File: src/verilog/ecf_consts.vh
`ifndef ECF_CONSTS_VH
`define ECF_CONSTS_VH

`define ECF_TYPE_ESCAPE 8'h6B
`define ECF_TYPE_REPLY 8'h15
`define ECF_SUB_SERIAL 8'h02
`define ECF_REPLY_SERIAL 8'h82
`define ECF_SERIAL_COUNT 8'h0A
`define ECF_REPLY_LEN_LOW 8'h0D
`define ECF_REPLY_LEN_HIGH 8'h00
`define ECF_LEN_OVERHEAD 16'h0003
`define ECF_LEN_MIN 16'h0003
`define ECF_SKIP_AFTER_COUNT 16'h0002
`define ECF_REPLY_FIRST_SERIAL 4'h5
`define ECF_REPLY_LAST 4'hF
// Arbitrary value, replace per unit
`define ECF_SERIAL_DEFAULT 80'h0123456789ABCDEF5A5A

`endif

File: src/verilog/ecf_framer.v
`timescale 1ns/1ps
`include "ecf_consts.vh"
module ecf_framer #(
  parameter [79:0] SERIAL_NUMBER = `ECF_SERIAL_DEFAULT
) (
  input wire sys_clk,
  input wire rst_n,
  input wire [7:0] rxData,
  input wire rxValid,
  output wire rxReady,
  output wire [7:0] txData,
  output wire txValid,
  input wire txReady,
  output reg frameDropped
);
  localparam [8:0] ST_TYPE = 9'h001;
  localparam [8:0] ST_LENL = 9'h002;
  localparam [8:0] ST_LENH = 9'h004;
  localparam [8:0] ST_CODE = 9'h008;
  localparam [8:0] ST_CNT = 9'h010;
  localparam [8:0] ST_DATA = 9'h020;
  localparam [8:0] ST_CHK = 9'h040;
  localparam [8:0] ST_SKIP = 9'h080;
  localparam [8:0] ST_RESP = 9'h100;

  reg [8:0] state_q;
  reg [8:0] state_d;
  reg [15:0] len_q;
  reg [15:0] len_d;
  reg [15:0] rem_q;
  reg [15:0] rem_d;
  reg [7:0] cnt_q;
  reg [7:0] cnt_d;
  reg [7:0] code_q;
  reg [7:0] code_d;
  reg [7:0] xor_q;
  reg [7:0] xor_d;
  reg typeOk_q;
  reg typeOk_d;
  reg [3:0] idx_q;
  reg [3:0] idx_d;
  reg [7:0] txXor_q;
  reg [7:0] txXor_d;
  reg drop_d;
  wire rxTake;
  wire pushReady;
  wire pushValid;
  wire [7:0] pushData;
  wire [15:0] lenNow;

  // Length covers sub-code, count, data and check byte
  function [15:0] lengthForCount;
    input [7:0] n;
    begin
      lengthForCount = {8'h00, n} + `ECF_LEN_OVERHEAD;
    end
  endfunction

  function [7:0] replyByte;
    input [3:0] idx;
    input [7:0] check;
    input [79:0] serial;
    reg [3:0] pos;
    begin
      pos = idx - `ECF_REPLY_FIRST_SERIAL;
      replyByte = 8'h00;
      case (idx)
        4'h0: replyByte = `ECF_TYPE_REPLY;
        4'h1: replyByte = `ECF_REPLY_LEN_LOW;
        4'h2: replyByte = `ECF_REPLY_LEN_HIGH;
        4'h3: replyByte = `ECF_REPLY_SERIAL;
        4'h4: replyByte = `ECF_SERIAL_COUNT;
        `ECF_REPLY_LAST: replyByte = check;
        default: replyByte = serial[79 - 8 * pos -: 8];
      endcase
    end
  endfunction

  // Input is held off while answering; the host simply waits
  assign rxReady = (state_q != ST_RESP);
  assign rxTake = rxValid & rxReady;
  assign pushValid = (state_q == ST_RESP);
  assign pushData = replyByte(idx_q, txXor_q, SERIAL_NUMBER);
  assign lenNow = {rxData, len_q[7:0]};

  always @*
  begin
    state_d = state_q;
    len_d = len_q;
    rem_d = rem_q;
    cnt_d = cnt_q;
    code_d = code_q;
    xor_d = xor_q;
    typeOk_d = typeOk_q;
    idx_d = idx_q;
    txXor_d = txXor_q;
    drop_d = 1'b0;
    case (state_q)
      ST_TYPE:
        if (rxTake)
        begin
          typeOk_d = (rxData == `ECF_TYPE_ESCAPE);
          xor_d = rxData;
          state_d = ST_LENL;
        end
      ST_LENL:
        if (rxTake)
        begin
          len_d = {8'h00, rxData};
          xor_d = xor_q ^ rxData;
          state_d = ST_LENH;
        end
      ST_LENH:
        if (rxTake)
        begin
          len_d = lenNow;
          xor_d = xor_q ^ rxData;
          // Foreign frames are skipped by their own length
          if (typeOk_q && lenNow >= `ECF_LEN_MIN)
            state_d = ST_CODE;
          else
          begin
            drop_d = typeOk_q;
            rem_d = lenNow;
            if (lenNow == 16'h0000)
              state_d = ST_TYPE;
            else
              state_d = ST_SKIP;
          end
        end
      ST_CODE:
        if (rxTake)
        begin
          code_d = rxData;
          xor_d = xor_q ^ rxData;
          state_d = ST_CNT;
        end
      ST_CNT:
        if (rxTake)
        begin
          cnt_d = rxData;
          xor_d = xor_q ^ rxData;
          if (len_q != lengthForCount(rxData))
          begin
            // Resync on the length field, the count is untrusted
            drop_d = 1'b1;
            rem_d = len_q - `ECF_SKIP_AFTER_COUNT;
            state_d = ST_SKIP;
          end
          else if (rxData == 8'h00)
            state_d = ST_CHK;
          else
          begin
            rem_d = {8'h00, rxData};
            state_d = ST_DATA;
          end
        end
      ST_DATA:
        if (rxTake)
        begin
          xor_d = xor_q ^ rxData;
          rem_d = rem_q - 16'h0001;
          if (rem_q == 16'h0001)
            state_d = ST_CHK;
        end
      ST_CHK:
        if (rxTake)
        begin
          state_d = ST_TYPE;
          if ((xor_q ^ rxData) != 8'h00)
            drop_d = 1'b1;
          else if (code_q == `ECF_SUB_SERIAL && cnt_q == 8'h00)
          begin
            idx_d = 4'h0;
            txXor_d = 8'h00;
            state_d = ST_RESP;
          end
        end
      ST_SKIP:
        if (rxTake)
        begin
          rem_d = rem_q - 16'h0001;
          if (rem_q == 16'h0001)
            state_d = ST_TYPE;
        end
      ST_RESP:
        if (pushReady)
        begin
          txXor_d = txXor_q ^ pushData;
          idx_d = idx_q + 4'h1;
          if (idx_q == `ECF_REPLY_LAST)
            state_d = ST_TYPE;
        end
      default:
        state_d = ST_TYPE;
    endcase
  end

  always @(posedge sys_clk)
  begin
    if (!rst_n)
    begin
      state_q <= ST_TYPE;
      len_q <= 16'h0000;
      rem_q <= 16'h0000;
      cnt_q <= 8'h00;
      code_q <= 8'h00;
      xor_q <= 8'h00;
      typeOk_q <= 1'b0;
      idx_q <= 4'h0;
      txXor_q <= 8'h00;
      frameDropped <= 1'b0;
    end
    else
    begin
      state_q <= state_d;
      len_q <= len_d;
      rem_q <= rem_d;
      cnt_q <= cnt_d;
      code_q <= code_d;
      xor_q <= xor_d;
      typeOk_q <= typeOk_d;
      idx_q <= idx_d;
      txXor_q <= txXor_d;
      frameDropped <= drop_d;
    end
  end

  ecf_pair_buffer replyBuffer (
    .sys_clk(sys_clk),
    .rst_n(rst_n),
    .inData(pushData),
    .inValid(pushValid),
    .inReady(pushReady),
    .outData(txData),
    .outValid(txValid),
    .outReady(txReady)
  );
endmodule // ecf_framer

File: src/verilog/ecf_pair_buffer.v
`timescale 1ns/1ps
module ecf_pair_buffer (
  input wire sys_clk,
  input wire rst_n,
  input wire [7:0] inData,
  input wire inValid,
  output wire inReady,
  output wire [7:0] outData,
  output wire outValid,
  input wire outReady
);
  reg [7:0] head_q;
  reg [7:0] tail_q;
  reg [1:0] count_q;
  wire push;
  wire pop;

  // Two entries keep full throughput while the reader takes a byte every cycle
  assign inReady = (count_q != 2'h2);
  assign outValid = (count_q != 2'h0);
  assign outData = head_q;
  assign push = inValid & inReady;
  assign pop = outValid & outReady;

  always @(posedge sys_clk)
  begin
    if (!rst_n)
    begin
      head_q <= 8'h00;
      tail_q <= 8'h00;
      count_q <= 2'h0;
    end
    else if (push && pop)
    begin
      if (count_q == 2'h1)
        head_q <= inData;
      else
      begin
        head_q <= tail_q;
        tail_q <= inData;
      end
    end
    else if (pop)
    begin
      head_q <= tail_q;
      count_q <= count_q - 2'h1;
    end
    else if (push)
    begin
      if (count_q == 2'h0)
        head_q <= inData;
      else
        tail_q <= inData;
      count_q <= count_q + 2'h1;
    end
  end
endmodule // ecf_pair_buffer
File: config.mk
export PLATFORM = sky130hd
export DESIGN_NAME = ecf_framer
export DESIGN_NICKNAME = d
export VERILOG_FILES = /design/src/verilog/ecf_framer.v /design/src/verilog/ecf_pair_buffer.v
export VERILOG_INCLUDE_DIRS = /design/src /design/src/verilog
export SDC_FILE = /design/constraint.sdc
export NUM_CORES = 1
export LEC_CHECK = 0
export BUFFER_PORTS_ARGS = -buffer_cell sky130_fd_sc_hd__buf_4
export CORE_ASPECT_RATIO = 0.9
export CORE_MARGIN = 2
export CORE_UTILIZATION = 30
export CTS_CLUSTER_DIAMETER = 60
export DETAILED_ROUTE_END_ITERATION = 6
export SLEW_MARGIN = 10
export SYNTH_ARGS = -nofsm -noshare
export SYNTH_HDL_FRONTEND = slang
export SYNTH_SLANG_ARGS = --single-unit
File: constraint.sdc
create_clock -name sys_clk -period 5.31 [get_ports sys_clk]
set_input_delay 0.531 -clock sys_clk [delete_from_list [all_inputs] [get_ports sys_clk]]
set_output_delay 0.531 -clock sys_clk [all_outputs]
set_load 0.01 [all_outputs]
* Yosys cells after proc, flatten, opt, wreduce, memory -nomap -nowiden
Cells that the tools add are included.
** Word-level totals
- Flip-flop bits (word level) :: 97
- Bits of input ports :: 12
- Output and inout port bits :: 11
- Logic and storage cells :: 167
** Cells by class
- $add $sub $neg :: 8
- Magnitude comparators :: 1
- Equality and inequality tests :: 42
- Shift-type cells :: 1
- Muxes and demuxes :: 62
- Bitwise logic cells :: 7
- Reductions and logical operators :: 32
** Operator list (count)
- $mux W8 :: 19
- $mux W16 :: 8
- $mux W9 :: 14
- $shiftx A87 B33 Y8 const A :: 1
- $pmux W9 S9 :: 1
- $pmux W16 S3 :: 1
- $pmux W8 S6 :: 1
- $ne A2 B2 Y1 const B :: 18
- $pmux W16 S2 :: 1
- $pmux W8 S2 :: 2
- $eq A16 B1 Y1 const B :: 1
- $ge A16 B2 Y1 const B :: 1
- $logic_not A16 Y1 :: 1
- $logic_not A8 Y1 :: 2
- $mux W4 :: 4
- $ne A16 B9 Y1 :: 1
- $sub A16 B1 Y16 const B :: 1
- $sub A16 B2 Y16 const B :: 1
- $xor A8 B8 Y8 :: 2
- $reduce_and A12 Y1 :: 1
- $reduce_bool A2 Y1 :: 6
- $reduce_and A2 Y1 :: 5
- $add A8 B2 Y9 const B :: 1
- $eq A9 B1 Y1 const B :: 1
- other kinds (41) :: 59

* Logic depth before layout (Yosys ltp)
Gate-level depths: netlist of run 1.
- Word-level depth :: 8
- Depth in mapped cells :: 13
- Gate-level depth less buffers :: 11

* Hierarchy
A second synthesis of run 1 with hierarchy kept.
** Second synthesis, totals
- Cells, all modules :: 812
- Area, all modules :: 6248.5 um^2
** By module, submodules not included
- ecf_framer :: times used 1, cells an instance 705, area each 5318.9 um^2, sequential area each 1581.5 um^2
- ecf_pair_buffer :: times used 1, cells an instance 107, area each 929.6 um^2, sequential area each 360.3 um^2

* Worst setup path before layout of run 1
OpenSTA, ideal clock, no wires.
- Path kind :: input -> register
- Start point :: input port rxData[0]
- End point :: register rem_q[7]
- Library setup time :: 0.091 ns
- Arrival :: 3.063 ns
- Required time :: 5.219 ns
- Setup slack :: 2.156 ns
- Cell stages on the path :: 13
- Path buffers :: 5
- Cell sequence :: clkbuf_1 -> inv_1 -> ha_1 -> clkbuf_1 -> or3_1 -> a221oi_1 -> o32a_1 -> buf_2 -> nand4_2 -> and2_1 -> buf_2 -> buf_6 -> a311oi_1
** On the way
- Cells in the longest elaborated chain, start to end :: 5
** RTL lines
- start, declared :: line ecf_framer.v:8 : input wire [7:0] rxData,
- $add A8 B2 Y9 (no source line)
- $ne A16 B9 Y1 :: line ecf_framer.v:143 : if (len_q != lengthForCount(rxData))
- $mux W16 :: line ecf_framer.v:143
- $mux W16 :: line ecf_framer.v:139 : if (rxTake)
- $pmux W16 S3 :: line ecf_framer.v:98 : case (state_q)
- end signal, assigned :: line ecf_framer.v:218 : rem_q <= rem_d;
- end, declared :: line ecf_framer.v:30 : reg [15:0] rem_q;
Parallel ways exist; a longest one is shown, timed or not. The select of a mux whose other input is x is not followed.
A chain may end at the register's enable or synchronous reset.

* Worst setup path after layout of run 1
- Start point :: input port rxData[0]
- End point :: register rem_q[5]
The elaborated chain is that of the path after synthesis.

==> reports/metrics.csv, run 1 <==
stage;metric;value;unit
routing;routedWlPerCell;16.5;microns
layout;drive_above_1_share;8.37;%
yosys;synthFlopType;dfxtp_1;
yosys;synth.top_cell.area_share;31.8;%
placement;dp.cells;1004;
placement;place_congestion;0.868;
clock_tree;clkSlewWorstSetupHoldPaths;0.07;ns
layout;nNetsFinal;787;
timing;tns;0;ns
yosys;yosysSeqAreaShare;31.8;%
grt;grt-ovfl-total;0;
floorplan;die_w;154;microns
layout;fill_cells;2163;
timing;slew_violations;0;
clock_tree;root_buffer;clkbuf_16;
clock_tree;clock_latency;0.35;ns
grt;grt_pass1_vias;5186;
grt;grt_max_degree;38;
yosys;synth_cell_type_count;74;
critical_path;crit_type;in -> reg;
worst_hold_path;hold_path.startpoint;replyBuffer.outData[0];
yosys;ys_top_cells_by_area;dfxtp_1, a21oi_1, o21ai_0;
grt;grt_pass1_wl;27600;microns
critical_path;required;5.55;ns
timing;min_period_over_period;63.5;%
power_and_ir_drop;power.leakage;0.00233;uW
grt;antenna_found_initial;0;
timing;hold_violations;0;
floorplan;row_count;49;
routing;drtPass1Iterations;5;
power_and_ir_drop;p_total;2060;uW
critical_path;rrSetupSlack;2.06;ns
critical_path;startpoint_type;input pin;
routing;ant_nets;0;
layout;final_cells;1020;
clock_tree;cts-hold-fix-buffers;0;
floorplan;core-area;20000;sq um
routing;drc;0;
timing;worst_clock_skew;0.0118;ns
layout;final_area;6680;sq um
critical_path;r2r_start;state_q[0];
layout;area_growth_syn_to_layout;9.25;%
clock_tree;cts_sinks;97;
yosys;synthArstFlopShare;0;%
placement;dp_hpwl;11600;microns
routing;route.vias.total;5716;
yosys;ys_ff_latch;97;
worst_hold_path;whs_path_depth;2;
yosys;yosys_warnings;0;
routing;drt_iter0_drc;552;
timing;fmaxAchievable;297;MHz
timing;relSlewSlack;31.4;%
critical_path;arrival;3.61;ns
critical_path;cp_max_fo;17;
yosys;postSynthAreaPerCell;7.87;sq um
critical_path;crit_path_end_kind;register;
routing;avgViaCountPerCell;5.60;
timing;fin_crit;3.37;ns
timing;setup-violations-final;0;
worst_hold_path;whs_endpoint;replyBuffer.outData[0];
floorplan;initial_core_util;30.6;%
yosys;yosysTopAreaCell;dfxtp_1;
yosys;synth_nets;804;
critical_path;ff2ff_path_depth;5;
clock_tree;cts_buffers;9;
floorplan;dieHeight;139;microns
layout;diodes;0;
floorplan;pin_count;23;
timing;finalWorstSetupSlack;1.94;ns
routing;finalWirelength;16800;microns
clock_tree;cts_tree;done;
clock_tree;clock_path_buffers;2;
timing;worst_slew_pin_slew;1.02;ns
placement;place_ws;1.65;ns
grt;grt_usage;15.6;%
placement;dpl_cell_area;6400;sq um
power_and_ir_drop;peakVddDrop;0.172;mV
yosys;synth_edf_count;0;
critical_path;reg2reg_to;rem_q[0];
timing;rsz0062_at_grt;no;
floorplan;die_area;21500;sq um
run_status;status;completed;
worst_hold_path;hp-class;reg -> reg;
clock_tree;post-cts-setup-buffers;0;
clock_tree;cts_resized;0;
placement;io_buffers;22;
yosys;syn_inst;777;
power_and_ir_drop;powerDensity;308;nW/um^2
yosys;netlist_area;6110;sq um
clock_tree;h-tree-depth;3;
run;drv_cap;0;
## cells in the mapped netlist (all sizes together), types with 11 or more instances
master and count:
a211oi 13, a21oi 68, a22oi 20, a311oi 16, clkbuf 48, dfxtp 97, ha 15, inv 23
nand2 67, nand3 12, nand4 11, nor2 78, nor3 14, nor4 14, o21ai 61, or3 23
xnor2 30, xor2 22
## layout by cell type (no fill, tap or decap), types with 10 or more instances in the layout
master,instances
or3_1,22
nand2b_1,10
inv_1,22
xnor2_1,30
nor2_1,77
xor2_1,22
a311oi_1,16
a22oi_1,20
a211oi_1,12
o21ai_0,61
nor4_1,12
ha_1,15
nand3_1,12
buf_4,28
a21oi_1,66
dfxtp_1,97
nand2_1,67
nor3_1,14
nand4_1,10
## worst max-delay path: stages
cell and delay (ns):
buf_4 0.18, inv_1 0.11, ha_1 0.32, or3_1 0.34, a221oi_1 0.36, o32a_1 0.41
nand4_2 0.43, and2_1 0.55, o221a_2 0.36
## per-stage QoR
step | util [%] | hold slack, ns
floorplan | - | 0.431
global placement | 32.0 | 0.439
detailed placement | 32.0 | 0.445
CTS | 33.4 | 0.456
global route | 33.4 | 0.473
finish | 33.4 | 0.452
## metal layers
| metal | vias up | wire length (microns) | part of all wire, % | GRT usage (%) |
|---|---|---|---|---|
| met5 | - | 0 | 0 | 0 |
| met4 | 0 | 138 | 0.82 | 3.41 |
| met3 | 8 | 1000 | 6.0 | 2.77 |
| met2 | 161 | 7140 | 42 | 23.0 |
| met1 | 2712 | 8540 | 51 | 23.7 |
| li1 | 2835 | - | - | - |
## power by group
| part | switching [uW] | internal [uW] | total (uW) |
|---|---|---|---|
| Combinational | 365 | 241 | 605 |
| Clock | 298 | 324 | 621 |
| Sequential | 58.3 | 773 | 832 |
## worst max-delay path by stage
stage | start | end | slack (ns) | cells past startpoint
after floorplan | rxData[0] | rem_q[7] | 2.16 | 13
after global placement | rxData[0] | rem_q[5] | 1.71 | 9
after detailed placement | rxData[0] | rem_q[5] | 1.65 | 9
after CTS | rxData[0] | rem_q[5] | 2.01 | 9
after global routing | rxData[0] | rem_q[5] | 1.72 | 9
final | rxData[0] | rem_q[5] | 1.94 | 9
## final cells by class
class	instances	area (sq um)	area share [%]
Inverter	23	86.3	1.29
Clock inverter	5	38.8	0.581
Tap cell	255	319	4.78
Clock buffer	11	233	3.49
Timing Repair Buffer	28	210	3.15
Multi-Input combinational cell	601	3850	57.6
Sequential cell	97	1940	29.1
## cell families after synthesis
| kind of cell | Yosys count | share of synthesized area (%) |
|---|---|---|
| AO/OA/AOI/OAI | 247 | 27.0 |
| multiplexers | 8 | 1.33 |
| buffers and inverters | 79 | 5.42 |
| adder cells (fa/ha/maj) | 16 | 3.23 |
| AND/OR/NAND/NOR | 277 | 23.4 |
| flip-flops | 97 | 31.8 |
| XOR/XNOR | 53 | 7.82 |
## registers in the layout (all words and copies together), names as in the netlist
register / flops
txXor_q: 8
replyBuffer.outData: 8
frameDropped: 1
code_q: 8
cnt_q: 8
replyBuffer.count_q: 2
state_q: 9
typeOk_q: 1
xor_q: 8
replyBuffer.tail_q: 8
len_q: 16
idx_q: 4
rem_q: 16
No activity file was read; power rests on OpenSTA's default activity.
==> run 2, diff against run 1 <==
Clock period 5.31 ns to 3.41 ns, I/O delays scaled along.
==> reports/metrics.csv, run 2 (synthesis results as in run 1) <==
stage;metric;value;unit;change
power_and_ir_drop;power.leakage;0.00239;uW;was 0.00233 uW
layout;drive_above_1_share;10.1;%;was 8.37%
clock_tree;clock_latency;0.36;ns;was 0.35 ns
critical_path;cp_common_cell;ha_1;;
routing;avgViaCountPerCell;5.61;;was 5.60
clock_tree;cts_buffers;9;;unchanged
critical_path;crit_path_end_kind;register;;unchanged
critical_path;crit_type;reg -> reg;;was in -> reg
placement;place_congestion;0.867;;was 0.868
routing;drt_iter0_drc;596;;was 552
floorplan;dieHeight;139;microns;unchanged
routing;routedWlPerCell;16.7;microns;was 16.5 microns
floorplan;die_w;154;microns;unchanged
critical_path;path_cells;inv_1, ha_1, xor2_1, ha_1, xnor3_1, maj3_1, a222oi_1, nor2_1, mux2_2;;was buf_4, inv_1, ha_1, or3_1, a221oi_1, o32a_1, nand4_2, and2_1, o221a_2
layout;area_growth_syn_to_layout;11.1;%;was 9.25%
power_and_ir_drop;powerDensity;478;nW/um^2;was 308 nW/um^2
placement;io_buffers;22;;unchanged
clock_tree;clock_path_buffers;2;;unchanged
grt;grt_pass1_vias;5190;;was 5186
timing;relSlewSlack;25.2;%;was 31.4%
clock_tree;cts_sinks;97;;unchanged
critical_path;crit_buf_inv;1;;was 2
critical_path;required;3.64;ns;was 5.55 ns
floorplan;die_area;21500;sq um;unchanged
clock_tree;clkSlewWorstSetupHoldPaths;0.07;ns;about the same
clock_tree;root_buffer;clkbuf_16;;unchanged
layout;reg_top3;len_q x16, rem_q x16, state_q x9;;unchanged
routing;route.vias.total;5810;;was 5716
floorplan;core-area;20000;sq um;unchanged
grt;antenna_found_initial;0;;unchanged
floorplan;row_count;49;;unchanged
grt;grt_usage;15.9;%;was 15.6%
grt;grt_max_degree;28;;was 38
floorplan;pin_count;23;;unchanged
layout;diodes;0;;unchanged
timing;fin_crit;3.04;ns;
worst_hold_path;hp-class;in -> reg;;was reg -> reg
routing;ant_nets;0;;unchanged
run_status;status;completed;;unchanged
timing;worst_slew_pin_slew;1.12;ns;was 1.02 ns
timing;timing.hold.ws;0.334;ns;was 0.452 ns
timing;hold_violations;0;;unchanged
critical_path;cp_max_fo;7;;was 17
floorplan;initial_core_util;30.6;%;unchanged
grt;grt_pass1_wl;27800;microns;was 27600 microns
clock_tree;h-tree-depth;3;;unchanged
routing;drtPass1Iterations;5;;unchanged
clock_tree;cts-hold-fix-buffers;0;;unchanged
clock_tree;post-cts-setup-buffers;0;;unchanged
power_and_ir_drop;p_total;3250;uW;was 2060 uW
layout;nNetsFinal;802;;was 787
critical_path;startpoint_type;register;;was input pin
layout;layout.cells.most_common;dfxtp_1;;unchanged
timing;worst_clock_skew;0.0148;ns;was 0.0118 ns
timing;slew_violations;0;;unchanged
timing;setup-violations-final;0;;unchanged
critical_path;crit_family;adder cells;;was simple AND/OR/NAND/NOR gates
run;drv_cap;0;;unchanged
timing;tns;0;ns;unchanged
clock_tree;cts_resized;0;;unchanged
critical_path;arrival;3.27;ns;was 3.61 ns
routing;drc;0;;unchanged
timing;rsz0062_at_grt;no;;unchanged
critical_path;cpPeakStageDelay;0.50;ns;was 0.55 ns
timing;fmaxAchievable;329;MHz;
clock_tree;cts_tree;done;;unchanged
timing;min_period_over_period;89.1;%;
routing;finalWirelength;17300;microns;was 16800 microns
placement;dp_hpwl;12000;microns;was 11600 microns
grt;grt-ovfl-total;0;;unchanged
power_and_ir_drop;peakVddDrop;0.316;mV;was 0.172 mV
layout;layout_common_cells;dfxtp_1, nor2_1, nand2_1, a21oi_1, o21ai_0;;was dfxtp_1, nor2_1, nand2_1
critical_path;cp_slowest_cell;a222oi_1;;was and2_1
## run 2: cell types whose count changed in the layout (fill, tap and decap cells not counted)
cell        previous run  this run
a21oi_1               66        67
a21oi_2                1         0
clkinvlp_4             0         2
clkbuf_1               2         1
clkinv_2               2         1
buf_4                 28        43
## run 2: area by class of cell
| type | instances | area (sq um) |
|---|---|---|
| Timing Repair Buffer | 43 | 323 |
| Sequential cell | 97 | 1940 |
| Inverter | 23 | 86.3 |
| Clock buffer | 10 | 229 |
| Multi-Input combinational cell | 601 | 3840 |
| Clock inverter | 6 | 48.8 |
| Tap cell | 255 | 319 |
| Fill cell | 2144 | 13200 |
## run 2: report_power, final
group | switching [uW] | leakage (uW) | total, uW | internal, uW
Sequential | 89.0 | 0.000784 | 1290 | 1200
Combinational | 567 | 0.00148 | 965 | 397
Clock | 485 | 0.000131 | 990 | 505
Total | 1140 | 0.00239 | 3250 | 2110
## run 2: final timing paths
check / startpoint / endpoint / slack [ns] / depth (start not counted)
worst max-delay path: idx_q[0] / txXor_q[1] / 0.37 / 9
worst max register to register: idx_q[0] / txXor_q[1] / 0.37 / 9
worst min register to register: replyBuffer.outData[0] / replyBuffer.outData[0] / 0.45 / 2
worst min-delay path: rxData[1] / cnt_q[1] / 0.33 / 3
## run 2: routing by layer
metal  track usage [%]  share of wire, %  up-vias  wire, microns
met3              3.05               6.1       22           1060
met2              22.1                40      175           6970
met1              24.7                52     2753           8980
met4              4.34               1.4        0            246
li1                  -                 -     2860              -
met5                 0                 0        -              0
## run 2: per-stage QoR
| step | setup slack (ns) | cells | area (sq um) | util [%] |
|---|---|---|---|---|
| global placement | 0.481 | 1019 | 6520 | 32.6 |
| CTS | 0.440 | 1035 | 6790 | 34.0 |
| global route | 0.127 | 1035 | 6790 | 34.0 |
| floorplan | 0.446 | 777 | 6110 | - |
| detailed placement | 0.415 | 1019 | 6520 | 32.6 |
| finish | 0.371 | 1035 | 6790 | 34.0 |
## run 2: tightest hold or removal path: cells and delay by family
| family | cells | cell delay [ns] |
|---|---|---|
| buffers and inverters | 1 | 0.17 |
| and+or+nand+nor | 1 | 0.07 |
| AOI/OAI and AO/OA | 1 | 0.05 |
